[src/uart_flow_pkg.sv]
`default_nettype none
package uart_flow_pkg;
    // register byte offsets
    localparam logic [7:0] OFS_EFR    = 8'h00;  // enhanced_feature_reg
    localparam logic [7:0] OFS_IER    = 8'h04;  // interrupt_enable_reg
    localparam logic [7:0] OFS_FCR    = 8'h08;  // fifo_control_reg
    localparam logic [7:0] OFS_MCR    = 8'h0c;  // modem_control_reg
    localparam logic [7:0] OFS_MODE   = 8'h10;  // fifo size mode
    localparam logic [7:0] OFS_UPPER  = 8'h14;  // upper_threshold
    localparam logic [7:0] OFS_LOWER  = 8'h18;  // lower_threshold
    localparam logic [7:0] OFS_RESUME_CHAR_FIRST   = 8'h1c;  // resume_char_first
    localparam logic [7:0] OFS_RESUME_CHAR_SECOND   = 8'h20;  // resume_char_second
    localparam logic [7:0] OFS_PAUSE_CHAR_FIRST  = 8'h24;  // pause_char_first
    localparam logic [7:0] OFS_PAUSE_CHAR_SECOND  = 8'h28;  // pause_char_second
    localparam logic [7:0] OFS_FSR    = 8'h2c;  // flow_status_reg
    localparam logic [7:0] OFS_ISR    = 8'h30;  // interrupt_status_reg
    localparam logic [7:0] OFS_MSR    = 8'h34;  // modem_status_reg
    localparam logic [7:0] OFS_LSR    = 8'h38;  // line_status_reg

    // field positions
    localparam int EFR_CTS_GATE  = 7;
    localparam int IER_CTS_INT   = 7;
    localparam int IER_XOFF_INT  = 5;
    localparam int MCR_ANY_RES   = 5;
    localparam int FSR_RX_XOFF   = 0;
    localparam int FSR_CTS       = 1;
    localparam int FSR_TX_XOFF   = 4;
    localparam int MSR_CTS_LEVEL = 4;
    localparam int MSR_CTS_DELTA = 0;
    localparam int LSR_THR_EMPTY = 5;
    localparam int LSR_TX_EMPTY  = 6;

    // interrupt status codes
    localparam logic [5:0] ISR_NONE = 6'h01;
    localparam logic [5:0] ISR_XOFF = 6'h10;
    localparam logic [5:0] ISR_CTS  = 6'h20;

    // reset values
    localparam logic [7:0] RST_REG   = 8'h00;
    localparam logic [7:0] RST_XON   = 8'h11;
    localparam logic [7:0] RST_XOFF  = 8'h13;
    localparam logic [8:0] RST_UPPER = 9'h03c;
    localparam logic [8:0] RST_LOWER = 9'h000;

    // 64-byte mode thresholds
    localparam logic [8:0] UP_T0 = 9'd8;
    localparam logic [8:0] UP_T1 = 9'd16;
    localparam logic [8:0] UP_T2 = 9'd56;
    localparam logic [8:0] UP_T3 = 9'd60;
    localparam logic [8:0] LO_T0 = 9'd0;
    localparam logic [8:0] LO_T1 = 9'd8;
    localparam logic [8:0] LO_T2 = 9'd16;
    localparam logic [8:0] LO_T3 = 9'd56;

    localparam logic [1:0] AXI_OKAY   = 2'b00;
    localparam logic [1:0] AXI_SLVERR = 2'b10;
endpackage
`default_nettype wire

[src/uart_flow_control.sv]
// Decided for this implementation: the address map and register access over AXI4-Lite.
`default_nettype none
module uart_flow_control
    import uart_flow_pkg::*;
(
    // clock and reset
    input  wire logic        clock,
    input  wire logic        sys_rst,
    // axi4-lite slave
    input  wire logic [7:0]  s_axi_awaddr,
    input  wire logic        s_axi_awvalid,
    output logic             s_axi_awready,
    input  wire logic [31:0] s_axi_wdata,
    input  wire logic [3:0]  s_axi_wstrb,
    input  wire logic        s_axi_wvalid,
    output logic             s_axi_wready,
    output logic [1:0]       s_axi_bresp,
    output logic             s_axi_bvalid,
    input  wire logic        s_axi_bready,
    input  wire logic [7:0]  s_axi_araddr,
    input  wire logic        s_axi_arvalid,
    output logic             s_axi_arready,
    output logic [31:0]      s_axi_rdata,
    output logic [1:0]       s_axi_rresp,
    output logic             s_axi_rvalid,
    input  wire logic        s_axi_rready,
    // modem pin
    input  wire logic        cts_n,
    // receiver side
    input  wire logic        rx_valid,
    input  wire logic [7:0]  rx_data,
    input  wire logic        rx_parity_err,
    input  wire logic [8:0]  rx_count,
    output logic             store_valid,
    output logic [7:0]       store_data,
    output logic             store_parity_err,
    // tx fifo and shifter
    input  wire logic        txq_valid,
    input  wire logic [7:0]  txq_data,
    output logic             txq_ready,
    input  wire logic        tx_space,
    input  wire logic        tx_busy,
    output logic             tx_start,
    output logic [7:0]       tx_char,
    // interrupt level
    output logic             flow_irq
);
    // ---------------- registers ----------------
    logic [7:0] efr_r, ier_r, fcr_r, mcr_r, mode_r, resume_char_first_r, resume_char_second_r, pause_char_first_r, pause_char_second_r;
    logic [8:0] upper_r, lower_r;
    logic       cts_meta_r, cts_sync_r, cts_prev_r;
    logic       cts_int_r, xoff_int_r, cts_delta_r;
    logic       tx_xoff_r, rx_xoff_r;
    logic [1:0] pend_cnt_r;
    logic       pend_off_r;
    logic       start_r;
    logic [7:0] tx_char_r;
    logic       held_on_r, held_off_r;
    logic [7:0] held_char_r;
    logic       store_v_r, store_p_r, defer_v_r, defer_p_r;
    logic [7:0] store_d_r, defer_d_r;
    logic       aw_hold_r, w_hold_r, bvalid_r, rvalid_r;
    logic [7:0] aw_addr_r;
    logic [31:0] w_data_r, rdata_r;
    logic [3:0] w_strb_r;
    logic [1:0] bresp_r, rresp_r;

    // ---------------- bus decode ----------------
    wire        wr_fire  = aw_hold_r && w_hold_r && !bvalid_r;
    wire        wr_b0    = wr_fire && w_strb_r[0];
    wire [7:0]  wd       = w_data_r[7:0];
    wire        big_mode = mode_r[0];
    wire        wr_ok    = (aw_addr_r <= OFS_PAUSE_CHAR_SECOND) && (aw_addr_r[1:0] == 2'b00);
    wire        rd_fire  = s_axi_arvalid && !rvalid_r;
    wire        rd_isr   = rd_fire && s_axi_araddr == OFS_ISR;
    wire        rd_msr   = rd_fire && s_axi_araddr == OFS_MSR;

    assign s_axi_awready = !aw_hold_r;
    assign s_axi_wready  = !w_hold_r;
    assign s_axi_bvalid  = bvalid_r;
    assign s_axi_bresp   = bresp_r;
    assign s_axi_arready = !rvalid_r;
    assign s_axi_rvalid  = rvalid_r;
    assign s_axi_rdata   = rdata_r;
    assign s_axi_rresp   = rresp_r;

    // ---------------- thresholds ----------------
    wire [8:0] up_tab = fcr_r[7] ? (fcr_r[6] ? UP_T3 : UP_T2) : (fcr_r[6] ? UP_T1 : UP_T0);
    wire [8:0] lo_tab = fcr_r[5] ? (fcr_r[4] ? LO_T3 : LO_T2) : (fcr_r[4] ? LO_T1 : LO_T0);
    // in 256 mode the host owns both values and must keep upper above lower
    wire [8:0] upper_eff = big_mode ? upper_r : up_tab;
    wire [8:0] lower_eff = big_mode ? lower_r : lo_tab;

    // ---------------- control decode ----------------
    wire cts_gate  = efr_r[EFR_CTS_GATE];
    wire tx_sw_on  = efr_r[3] | efr_r[2];
    wire rx_sw_on  = efr_r[1] | efr_r[0];
    wire rx_two    = efr_r[1] & efr_r[0];
    wire any_res   = mcr_r[MCR_ANY_RES] && rx_xoff_r;
    wire cts_high  = cts_sync_r;

    // fifo size mode deliberately absent from the pause terms
    wire paused    = (cts_gate && cts_high) || (rx_sw_on && rx_xoff_r);
    wire boundary  = !tx_busy && !start_r;

    // ---------------- receive recognition ----------------
    wire [7:0] cmp_on  = efr_r[1] ? resume_char_first_r : resume_char_second_r;
    wire [7:0] cmp_off = efr_r[1] ? pause_char_first_r : pause_char_second_r;
    // parity error never enters the compare so errored flow chars still act
    wire hit_on    = rx_data == cmp_on;
    wire hit_off   = (rx_data == cmp_off) && !hit_on;
    wire is_on1    = rx_data == resume_char_first_r;
    wire is_off1   = rx_data == pause_char_first_r;
    wire pair_on   = held_on_r && rx_data == resume_char_second_r;
    wire pair_off  = held_off_r && rx_data == pause_char_second_r && !pair_on;
    wire first_hit = !pair_on && !pair_off && (is_on1 || is_off1);
    wire held_any  = held_on_r || held_off_r;

    wire sel_on    = rx_two ? pair_on : hit_on;
    wire sel_off   = rx_two ? pair_off : hit_off;
    wire consumed  = rx_sw_on && (rx_two ? (pair_on || pair_off || first_hit) : (hit_on || hit_off));
    wire go_xon    = rx_valid && rx_sw_on && (sel_on || any_res);
    wire go_xoff   = rx_valid && rx_sw_on && sel_off && !any_res;
    wire flush     = rx_valid && rx_sw_on && rx_two && held_any && !consumed;

    // ---------------- transmit scheduling ----------------
    wire       tx_go_off = tx_sw_on && !tx_xoff_r && rx_count > upper_eff && pend_cnt_r == 2'd0;
    wire       tx_go_on  = tx_sw_on && tx_xoff_r && rx_count == lower_eff && pend_cnt_r == 2'd0;
    wire       pair_tx   = efr_r[3] & efr_r[2];
    wire       use_first = efr_r[3] && (pend_cnt_r == 2'd2 || !efr_r[2]);
    wire [7:0] flow_char = pend_off_r ? (use_first ? pause_char_first_r : pause_char_second_r)
                                      : (use_first ? resume_char_first_r : resume_char_second_r);
    wire       send_flow = boundary && pend_cnt_r != 2'd0;
    assign txq_ready = boundary && pend_cnt_r == 2'd0 && !paused;
    wire       send_data = txq_ready && txq_valid;
    assign tx_start  = start_r;
    assign tx_char   = tx_char_r;

    assign store_valid      = store_v_r;
    assign store_data       = store_d_r;
    assign store_parity_err = store_p_r;
    assign flow_irq         = cts_int_r || xoff_int_r;

    // ---------------- status views ----------------
    wire [7:0] fsr_v = {3'b000, tx_xoff_r, 2'b00, cts_gate & cts_high, rx_xoff_r};
    wire [5:0] isr_c = cts_int_r ? ISR_CTS : (xoff_int_r ? ISR_XOFF : ISR_NONE);
    wire [7:0] msr_v = {3'b000, !cts_high, 3'b000, cts_delta_r};
    // empty bits follow only the fifo space, never the pause state
    wire [7:0] lsr_v = {1'b0, tx_space, tx_space, 5'b00000};

    logic [31:0] rd_mux;
    logic        rd_hit;
    always_comb begin
        rd_hit = 1'b1;
        unique case (s_axi_araddr)
            OFS_EFR:   rd_mux = {24'h000000, efr_r};
            OFS_IER:   rd_mux = {24'h000000, ier_r};
            OFS_FCR:   rd_mux = {24'h000000, fcr_r};
            OFS_MCR:   rd_mux = {24'h000000, mcr_r};
            OFS_MODE:  rd_mux = {24'h000000, mode_r};
            OFS_UPPER: rd_mux = {23'h0, upper_eff};
            OFS_LOWER: rd_mux = {23'h0, lower_eff};
            OFS_RESUME_CHAR_FIRST:  rd_mux = {24'h000000, resume_char_first_r};
            OFS_RESUME_CHAR_SECOND:  rd_mux = {24'h000000, resume_char_second_r};
            OFS_PAUSE_CHAR_FIRST: rd_mux = {24'h000000, pause_char_first_r};
            OFS_PAUSE_CHAR_SECOND: rd_mux = {24'h000000, pause_char_second_r};
            OFS_FSR:   rd_mux = {24'h000000, fsr_v};
            OFS_ISR:   rd_mux = {26'h0, isr_c};
            OFS_MSR:   rd_mux = {24'h000000, msr_v};
            OFS_LSR:   rd_mux = {24'h000000, lsr_v};
            default: begin
                rd_mux = 32'h00000000;
                rd_hit = 1'b0;
            end
        endcase
    end

    // ---------------- bus handshake ----------------
    always_ff @(posedge clock or posedge sys_rst) begin
        if (sys_rst) begin
            aw_hold_r <= 1'b0;
            w_hold_r  <= 1'b0;
            bvalid_r  <= 1'b0;
            bresp_r   <= AXI_OKAY;
            aw_addr_r <= 8'h00;
            w_data_r  <= 32'h00000000;
            w_strb_r  <= 4'h0;
            rvalid_r  <= 1'b0;
            rdata_r   <= 32'h00000000;
            rresp_r   <= AXI_OKAY;
        end else begin
            if (s_axi_awvalid && !aw_hold_r) begin
                aw_hold_r <= 1'b1;
                aw_addr_r <= s_axi_awaddr;
            end
            if (s_axi_wvalid && !w_hold_r) begin
                w_hold_r <= 1'b1;
                w_data_r <= s_axi_wdata;
                w_strb_r <= s_axi_wstrb;
            end
            if (wr_fire) begin
                bvalid_r  <= 1'b1;
                bresp_r   <= wr_ok ? AXI_OKAY : AXI_SLVERR;
                aw_hold_r <= 1'b0;
                w_hold_r  <= 1'b0;
            end else if (bvalid_r && s_axi_bready) begin
                bvalid_r <= 1'b0;
            end
            if (rd_fire) begin
                rvalid_r <= 1'b1;
                rdata_r  <= rd_mux;
                rresp_r  <= rd_hit ? AXI_OKAY : AXI_SLVERR;
            end else if (rvalid_r && s_axi_rready) begin
                rvalid_r <= 1'b0;
            end
        end
    end

    // ---------------- writable registers ----------------
    always_ff @(posedge clock or posedge sys_rst) begin
        if (sys_rst) begin
            efr_r <= RST_REG;  ier_r <= RST_REG;  fcr_r <= RST_REG;
            mcr_r <= RST_REG;  mode_r <= RST_REG;
            upper_r <= RST_UPPER;  lower_r <= RST_LOWER;
            resume_char_first_r <= RST_XON;  resume_char_second_r <= RST_XON;
            pause_char_first_r <= RST_XOFF;  pause_char_second_r <= RST_XOFF;
        end else if (wr_b0) begin
            unique case (aw_addr_r)
                OFS_EFR:   efr_r  <= wd;
                OFS_IER:   ier_r  <= wd;
                OFS_FCR:   fcr_r  <= wd;
                OFS_MCR:   mcr_r  <= wd;
                OFS_MODE:  mode_r <= wd;
                OFS_UPPER: if (big_mode) upper_r <= {1'b0, wd};
                OFS_LOWER: if (big_mode) lower_r <= {1'b0, wd};
                OFS_RESUME_CHAR_FIRST:  resume_char_first_r  <= wd;
                OFS_RESUME_CHAR_SECOND:  resume_char_second_r  <= wd;
                OFS_PAUSE_CHAR_FIRST: pause_char_first_r <= wd;
                OFS_PAUSE_CHAR_SECOND: pause_char_second_r <= wd;
                default: ;
            endcase
        end
    end

    // ---------------- cts synchroniser and interrupts ----------------
    always_ff @(posedge clock or posedge sys_rst) begin
        if (sys_rst) begin
            cts_meta_r  <= 1'b1;
            cts_sync_r  <= 1'b1;
            cts_prev_r  <= 1'b1;
            cts_int_r   <= 1'b0;
            cts_delta_r <= 1'b0;
            xoff_int_r  <= 1'b0;
        end else begin
            cts_meta_r <= cts_n;
            cts_sync_r <= cts_meta_r;
            cts_prev_r <= cts_sync_r;
            // set beats the clearing read in the same cycle
            if (cts_gate && ier_r[IER_CTS_INT] && cts_sync_r && !cts_prev_r)
                cts_int_r <= 1'b1;
            else if (rd_msr)
                cts_int_r <= 1'b0;
            if (cts_sync_r != cts_prev_r)
                cts_delta_r <= 1'b1;
            else if (rd_msr)
                cts_delta_r <= 1'b0;
            if (go_xoff && ier_r[IER_XOFF_INT])
                xoff_int_r <= 1'b1;
            else if (rd_isr || go_xon)
                xoff_int_r <= 1'b0;
        end
    end

    // ---------------- transmit side ----------------
    always_ff @(posedge clock or posedge sys_rst) begin
        if (sys_rst) begin
            tx_xoff_r  <= 1'b0;
            pend_cnt_r <= 2'd0;
            pend_off_r <= 1'b0;
            start_r    <= 1'b0;
            tx_char_r  <= 8'h00;
        end else begin
            start_r <= send_flow || send_data;
            if (send_flow)
                tx_char_r <= flow_char;
            else if (send_data)
                tx_char_r <= txq_data;
            if (!tx_sw_on) begin
                tx_xoff_r  <= 1'b0;
                pend_cnt_r <= 2'd0;
            end else if (tx_go_off) begin
                tx_xoff_r  <= 1'b1;
                pend_off_r <= 1'b1;
                pend_cnt_r <= pair_tx ? 2'd2 : 2'd1;
            end else if (tx_go_on) begin
                tx_xoff_r  <= 1'b0;
                pend_off_r <= 1'b0;
                pend_cnt_r <= pair_tx ? 2'd2 : 2'd1;
            end else if (send_flow) begin
                pend_cnt_r <= pend_cnt_r - 2'd1;
            end
        end
    end

    // ---------------- receive side ----------------
    always_ff @(posedge clock or posedge sys_rst) begin
        if (sys_rst) begin
            rx_xoff_r   <= 1'b0;
            held_on_r   <= 1'b0;
            held_off_r  <= 1'b0;
            held_char_r <= 8'h00;
            store_v_r   <= 1'b0;
            store_d_r   <= 8'h00;
            store_p_r   <= 1'b0;
            defer_v_r   <= 1'b0;
            defer_d_r   <= 8'h00;
            defer_p_r   <= 1'b0;
        end else begin
            if (!rx_sw_on)
                rx_xoff_r <= 1'b0;
            else if (go_xon)
                rx_xoff_r <= 1'b0;
            else if (go_xoff)
                rx_xoff_r <= 1'b1;
            if (!rx_two) begin
                held_on_r  <= 1'b0;
                held_off_r <= 1'b0;
            end else if (rx_valid) begin
                // a fresh first replaces any held one, which is then dropped
                held_on_r   <= first_hit && is_on1;
                held_off_r  <= first_hit && is_off1;
                held_char_r <= rx_data;
            end
            // a flushed first goes out now, the current char one cycle later
            defer_v_r <= flush;
            defer_d_r <= rx_data;
            defer_p_r <= rx_parity_err;
            if (flush) begin
                store_v_r <= 1'b1;
                store_d_r <= held_char_r;
                store_p_r <= 1'b0;
            end else if (rx_valid && !consumed) begin
                store_v_r <= 1'b1;
                store_d_r <= rx_data;
                store_p_r <= rx_parity_err;
            end else begin
                store_v_r <= defer_v_r;
                store_d_r <= defer_d_r;
                store_p_r <= defer_p_r;
            end
        end
    end

    // ---------------- assertions ----------------
    cts_hold_a: assert property (@(posedge clock) disable iff (sys_rst)
        (cts_gate && cts_sync_r) |-> !txq_ready) else $error("data released while cts high");
    cts_irq_a: assert property (@(posedge clock) disable iff (sys_rst)
        (cts_gate && ier_r[IER_CTS_INT] && $rose(cts_sync_r)) |=> cts_int_r)
        else $error("cts rise did not interrupt");
    xoff_send_a: assert property (@(posedge clock) disable iff (sys_rst)
        tx_go_off |=> (tx_xoff_r && pend_off_r && pend_cnt_r != 2'd0))
        else $error("xoff not queued above upper");
    xon_wait_a: assert property (@(posedge clock) disable iff (sys_rst)
        (tx_sw_on && tx_xoff_r && rx_count != lower_eff) |=> tx_xoff_r)
        else $error("xon left before lower reached");
    rx_pause_a: assert property (@(posedge clock) disable iff (sys_rst)
        (rx_sw_on && rx_xoff_r) |-> !txq_ready) else $error("data sent in xoff state");
    xoff_irq_a: assert property (@(posedge clock) disable iff (sys_rst)
        (go_xoff && ier_r[IER_XOFF_INT]) |=> (xoff_int_r && rx_xoff_r))
        else $error("xoff receipt lost");
    xon_state_a: assert property (@(posedge clock) disable iff (sys_rst)
        go_xon |=> (!rx_xoff_r && !xoff_int_r)) else $error("xon did not resume");
    flow_first_a: assert property (@(posedge clock) disable iff (sys_rst)
        (pend_cnt_r != 2'd0) |-> !send_data) else $error("data passed pending flow char");
    pass_thru_a: assert property (@(posedge clock) disable iff (sys_rst)
        (rx_valid && !rx_sw_on) |=> (store_v_r && store_d_r == $past(rx_data)))
        else $error("plain char not stored");

    xoff_sent_c: cover property (@(posedge clock) disable iff (sys_rst) send_flow && pend_off_r);
    pair_xon_c:  cover property (@(posedge clock) disable iff (sys_rst) rx_valid && rx_two && pair_on);
    cts_stop_c:  cover property (@(posedge clock) disable iff (sys_rst) cts_gate && $rose(cts_sync_r) && tx_busy);
endmodule
`default_nettype wire

[config.mk]
export PLATFORM = sky130hd
export DESIGN_NAME = uart_flow_control
export DESIGN_NICKNAME = d
export VERILOG_FILES = /design/src/uart_flow_pkg.sv /design/src/uart_flow_control.sv
export SDC_FILE = /design/constraint.sdc
export NUM_CORES = 1
export LEC_CHECK = 0
export BUFFER_PORTS_ARGS = -buffer_cell sky130_fd_sc_hd__buf_2
export CORE_MARGIN = 1.5
export CORE_UTILIZATION = 50
export DETAILED_ROUTE_END_ITERATION = 16
export GPL_ROUTABILITY_DRIVEN = 0
export PLACE_DENSITY = 0.75
export SLEW_MARGIN = 20
export SYNTH_ARGS = -nofsm -noshare
export SYNTH_HDL_FRONTEND = slang
export SYNTH_SLANG_ARGS = --single-unit
[constraint.sdc]
create_clock -name clock -period 10.1 [get_ports clock]
set_clock_uncertainty 0.1 [all_clocks]
set_input_delay 1.01 -clock clock [delete_from_list [all_inputs] [get_ports clock]]
set_output_delay 1.01 -clock clock [all_outputs]
set_load 0.01 [all_outputs]
==> flow_summary.ini, run 1 <==
[cells_and_area]
final_area_sq_mm = 0.009988
area_growth_pct = 13.64
regArea_sq_mm = 0.004250
postLayoutCoreUtil_pct = 57.95
num_antenna_cells = 0
layout_common_cells = dfrtp_1, mux2_2, buf_2
nets = 944
drive_gt1_share_pct = 34.31
final_common_cell = dfrtp_1
finalNonFillerCells = 1082
multiInputGateArea_sq_mm = 0.004250
fillers = 1458

[power_and_ir_drop]
ir_drop_mv = 0.1759
pwr-share-seq_pct = 49.5
power_density_mw_per_mm2 = 192.2
switchingPower_uw = 588.9
switching_share_pct = 30.68
pwr-share-clk_pct = 34.3
p_leak_nw = 4.561
power_mw = 1.920
internal_power_mw = 1.331
combPwrFrac_pct = 16.2

[outcome]
outcome = completed

[grt]
antenna_found_initial = 0
grt_max_degree = 96
grt_pass1_vias = 6258
grt.total_usage_pct = 25.40
grt_pass1_wl_um = 34910
grt_overflow = 0

[clock_network]
clock-root-buffer = clkbuf_16
cts_sinks = 169
numCtsBuffers = 17
clkLatencyLatePin_ps = 430
cts_max_path_buffers = 2
cts_htree_levels = 4
cts_hold_buf = 0
cts_tree = yes
clk_pin_slew_ps = 60
postCtsSetupRepairBufs = 0
cts-resized-gates = 0

[critical_path]
cpMaxStageDelayCell = dfrtp_1
end_kind = flop
path_buf_inv = 1
cp_num_cells = 8
cp_top_family = compound AO/OA/AOI/OAI gates
r2r_cells = 8
cp.arrival_ps = 3740
worstSetupPathType = reg -> reg
cp-start-kind = flop
worstPathMaxFanout = 21
critical_path.max_stage_delay_ps = 860
crit_required_ps = 10320
crit_chain = inv_1 -> o21ai_0 -> ha_1 -> a21oi_1 -> o32ai_1 -> o311ai_0 -> nand3_1 -> mux2i_1
r2r_slack_ps = 6580

[timing]
setup_tns_ps = 0
setup_slack_ps = 6576
rsz0062_at_grt = no
worstMarginPinSlew_ps = 1102
layout_min_cycle_time_ps = 3524
finalCritPeriodShare_pct = 34.89
hold_viol_final = 0
max_freq_mhz = 283.8
timing.hold.ws_ps = 256.6
slew-limit-headroom_pct = 26.10
report.final.setup_viol = 0
drv_slew = 0

[logic_synthesis]
yosysWarnings = 0
async_reset_ff_share_pct = 100.0
yosys_register_bits = 169
synth.yosys.seq_area_share_pct = 48.36
syn-mean-instance-area_sq_um = 11.44
synth_edf_count = 0
yosys_most_used_dff = dfrtp_1
synth_area_sq_mm = 0.008790
synth_cell_types = 71
synth_cells = 768

[routing]
drc = 0
avgRoutedWirePerCell_um = 20.47
vias = 6526
drtIter0Drc = 696
dr.pass1.iters = 6
ant_nets = 0
vias_per_cell = 6.031
drt_wl_total_um = 22150

[flow_run]
drv_cap = 0

[worst_hold_path]
whs_path_depth = 0
min_path_type = reg -> reg

[floorplan]
die_w_um = 135.6
die_h_um = 135.6
io_pins = 152
row_count = 48
die_area_sq_mm = 0.01838
core_area_sq_mm = 0.01724
start_util_pct = 50.99

[placed_design]
dpl_worst_slack_ps = 6660
numPortBuffers = 98
dp_hpwl_um = 15720
dpl.cell_count = 1050
placed_area_sq_mm = 0.009378
## cell families after synthesis
kind of cell	share of synthesized area, %
simple gates	11.17
flops	48.36
mux	18.86
compound gates	11.06
buf+inv	5.096
xor+xnor	3.986
fa+ha+maj	1.423
other cells	0.04266
## worst register-to-register path: cells and delay by family (launching register included)
kind	cells	cell delay (ps)
AOI/OAI and AO/OA	4	1320
adders and majority gates	1	350
buffers and inverters	1	370
DFF	1	860
muxes	1	170
and+or+nand+nor	1	230
## cells in the mapped netlist, types with 4 or more instances
library cell  count  area [sq um]
xor2_1           26         227.7
nor4b_1           4         35.03
mux2_2          116          1306
o22ai_1           5         31.28
ha_1             10         125.1
nor2b_1           9         56.30
a32oi_1           6         52.55
a22oi_1          12         90.09
mux4_2            8         180.2
o21a_1            5         37.54
nor4_1           11         68.82
mux2i_1          16         160.2
a211oi_1          5         37.54
and2_1            5         31.28
buf_2             7         35.03
xnor2_1          14         122.6
clkbuf_1         36         135.1
dfrtp_1         152          3804
a21oi_1          11         55.05
a22o_1           10         87.58
a2bb2oi_1        10         87.58
nand3b_1         10         75.07
nor2_1           22         82.58
buf_4            26         195.2
nand3_1          14         70.07
a31oi_1           6         37.54
nand4_1           6         37.54
dfstp_2          17         446.7
inv_1            21         78.83
nand2_1          64         240.2
o21ai_0          40         200.2
## area by class of cell
type | instances | area share, %
Sequential cell | 169 | 42.55
Tap cell | 225 | 2.818
Inverter | 21 | 0.8393
Multi-Input combinational cell | 533 | 42.55
Clock inverter | 9 | 1.140
Timing Repair Buffer | 102 | 5.211
Clock buffer | 23 | 4.885
## registers in the layout, indices dropped and copies added, names as in the netlist, 2 cells and up
name	cells
tx_char	8
lower_r	8
held_char_r	8
mcr_r	8
resume_char_first_r	8
defer_d_r	8
s_axi_rdata	8
upper_r	8
pend_cnt_r	2
fcr_r	8
ier_r	8
efr_r	8
pause_char_first_r	8
w_data_r	8
mode_r	8
store_data	8
resume_char_second_r	8
pause_char_second_r	8
aw_addr_r	8
## power by group through the flow
stage,combinational [mW],sequential [mW],clock (mW)
detailed placement,0.312,0.957,0
finish,0.311,0.950,0.659
CTS,0.314,0.945,0.667
floorplan,0.281,0.857,0
global placement,0.303,0.951,0
global route,0.344,0.963,0.693
## final timing paths
path,to,startpoint
min in group asynchronous,aw_hold_r,sys_rst
setup / recovery,pend_cnt_r[0],mode_r[0]
hold reg to reg,cts_high,cts_meta_r
setup reg to reg,pend_cnt_r[0],mode_r[0]
hold / removal,cts_high,cts_meta_r
max in group asynchronous,s_axi_rvalid,sys_rst
## metal layers
layer	global-route usage [%]	routed length, um	vias up
met2	38.35	10120	340
met3	7.482	1881	65
met1	34.57	9438	3216
met4	9.737	712	0
met5	0	0	-
li1	-	-	2905
Note: power is estimated with default switching activity, not from simulation.
==> run 2: changes to the inputs <==
--- a/config.mk
+++ b/config.mk
@@ -10,7 +10,7 @@
 export CORE_UTILIZATION = 50
 export DETAILED_ROUTE_END_ITERATION = 16
 export GPL_ROUTABILITY_DRIVEN = 0
-export PLACE_DENSITY = 0.75
+export PLACE_DENSITY = 0.78
 export SLEW_MARGIN = 20
 export SYNTH_ARGS = -nofsm -noshare
 export SYNTH_HDL_FRONTEND = slang
==> constraint.sdc (replaced) <==
create_clock -name clock -period 2.9 [get_ports clock]
set_clock_uncertainty 0.1 [all_clocks]
set_input_delay 0.29 -clock clock [delete_from_list [all_inputs] [get_ports clock]]
set_output_delay 0.29 -clock clock [all_outputs]
set_load 0.01 [all_outputs]
==> run 2 against run 1 <==
Net effect:
- total power rose to 3.6 times the previous value
- maximum frequency rose by 32%
- largest cell class unchanged
- design area rose by 4.9%
- global-route usage rose by 0.53 points
- hold slack got worse by 210 ps
- highest routed layer unchanged
==> flow_summary.ini, run 2 (same netlist as run 1, synthesis figures left out) <==
[clock_network]
clk_pin_slew_ps = 70
cts_sinks = 169
cts_htree_levels = 4
postCtsSetupRepairBufs = 0
clkLatencyLatePin_ps = 440
cts_max_path_buffers = 2
numCtsBuffers = 17
cts_tree = yes
clock-root-buffer = clkbuf_16

[critical_path]
worstSetupPathType = reg -> reg
worstPathMaxFanout = 13
path_buf_inv = 0
cpMaxStageDelayCell = dfrtp_2
worstReg2RegEnd = pend_cnt_r[1]
critical_path.max_stage_delay_ps = 500
end_kind = flop
cp-start-kind = flop
crit_chain = or3_1 -> o21ai_0 -> ha_1 -> nand2_1 -> nor2_1 -> o21a_1 -> o311ai_0 -> nand3_1 -> mux2i_1
r2r_slack_ps = 220
crit_required_ps = 3110
r2r_cells = 9
cp.arrival_ps = 2880
rr_startpoint = mode_r[0]
cp_top_family = compound AO/OA/AOI/OAI gates

[timing]
max_freq_mhz = 373.7
finalCritPeriodShare_pct = 92.28
rsz0062_at_grt = no
layout_min_cycle_time_ps = 2676
setup_slack_ps = 223.9
slew-limit-headroom_pct = 35.21
report.final.setup_viol = 0
drv_slew = 0
setup_tns_ps = 0
hold_viol_final = 0
worstMarginPinSlew_ps = 969.3

[power_and_ir_drop]
ir_drop_mv = 0.6465
internal_power_mw = 4.756
switchingPower_mw = 2.117
switching_share_pct = 30.80
p_leak_nw = 4.791
combPwrFrac_pct = 16.7
power_density_mw_per_mm2 = 655.7
pwr-share-clk_pct = 34.9
pwr-share-seq_pct = 48.4

[routing]
vias = 6722
drt_wl_total_um = 22840
vias_per_cell = 5.933
ant_nets = 0
drtIter0Drc = 669
drc = 0
avgRoutedWirePerCell_um = 20.15
dr.pass1.iters = 7

[flow_run]
drv_cap = 0

[cells_and_area]
area_growth_pct = 19.26
layout_common_cells = dfrtp_1, mux2_2, buf_2
num_antenna_cells = 0
drive_gt1_share_pct = 34.69
final_common_cell = dfrtp_1
nets = 995
fillers = 1348

[worst_hold_path]
whs_path_depth = 3
holdPathEnd = tx_char[1]
min_path_type = in -> reg
worstHoldStart = txq_data[1]

[floorplan]
io_pins = 152
die_w_um = 135.6
die_h_um = 135.6
start_util_pct = 50.99
die_area_sq_mm = 0.01838
core_area_sq_mm = 0.01724
row_count = 48

[placed_design]
numPortBuffers = 98
dpl_worst_slack_ps = 197.5
dp_hpwl_um = 16030

[grt]
grt_overflow = 0
grt_pass1_wl_um = 35680
grt_max_degree = 44
grt_pass1_vias = 6388
grt.total_usage_pct = 25.93
antenna_found_initial = 0

[outcome]
outcome = completed
## run 2: layout make-up
| cell class | count | area (sq um) | share of cell area, % |
|---|---|---|---|
| inverter | 21 | 82.58 | 0.7878 |
| clock buffer | 20 | 466.7 | 4.452 |
| clock inverter | 12 | 161.4 | 1.540 |
| tap | 225 | 281.5 | 2.686 |
| multi-input combinational | 533 | 4215 | 40.21 |
| sequential | 169 | 4252 | 40.56 |
| timing repair buffer | 153 | 1023 | 9.764 |
## run 2: metal layers
metal / vias up / share of wire (%) / track usage, %
met5: - / 0 / 0
met4: 0 / 2.4 / 9.677
met3: 48 / 8.8 / 6.659
met2: 328 / 46 / 39.73
met1: 3344 / 43 / 35.51
li1: 3002 / - / -
## run 2: worst max-delay path by stage
stage	slack [ps]	depth (start not counted)	endpoint	startpoint
2_1_floorplan	320	10	pend_cnt_r[1]	mode_r[0]
3_3_place_gp	310	8	pend_cnt_r[1]	mode_r[0]
3_5_place_dp	200	9	pend_cnt_r[1]	mode_r[0]
4_1_cts	170	9	pend_cnt_r[1]	mode_r[0]
5_1_grt	30	9	pend_cnt_r[1]	mode_r[0]
6_report	220	9	pend_cnt_r[1]	mode_r[0]
## run 2: stage by stage
step / power [mW] / hold WS (ps) / area, sq um / util (%) / cells
global route: 7.158 / 60.39 / 10480 / 60.82 / 1133
global placement: 4.394 / 251.9 / 9523 / 55.25 / 1068
finish: 6.873 / 51.56 / 10480 / 60.82 / 1133
detailed placement: 4.445 / 249.3 / 9523 / 55.25 / 1068
floorplan: 3.963 / 194.5 / 8887 / - / 793
CTS: 6.881 / 41.33 / 10480 / 60.81 / 1133
## run 2: timing repair
| action | 4_1_cts | 5_1_grt |
|---|---|---|
| hold buffers | 33 | 0 |
| resized for setup | 0 | 1 |
| endpoints found under the setup margin | 0 | 2 |
| hold endpoints to repair | 60 | 0 |
## run 2: worst min-delay path, stage by stage
cell	delay, ps
buf_2	80
mux2i_1	50
o21ai_0	130
## run 2: power groups by stage
stage	logic, mW	clock network (mW)	registers [mW]
2_1_floorplan	0.979	0	2.98
3_5_place_dp	1.11	0	3.34
4_1_cts	1.15	2.43	3.30
5_1_grt	1.26	2.53	3.37
6_report	1.15	2.40	3.33
3_3_place_gp	1.07	0	3.32
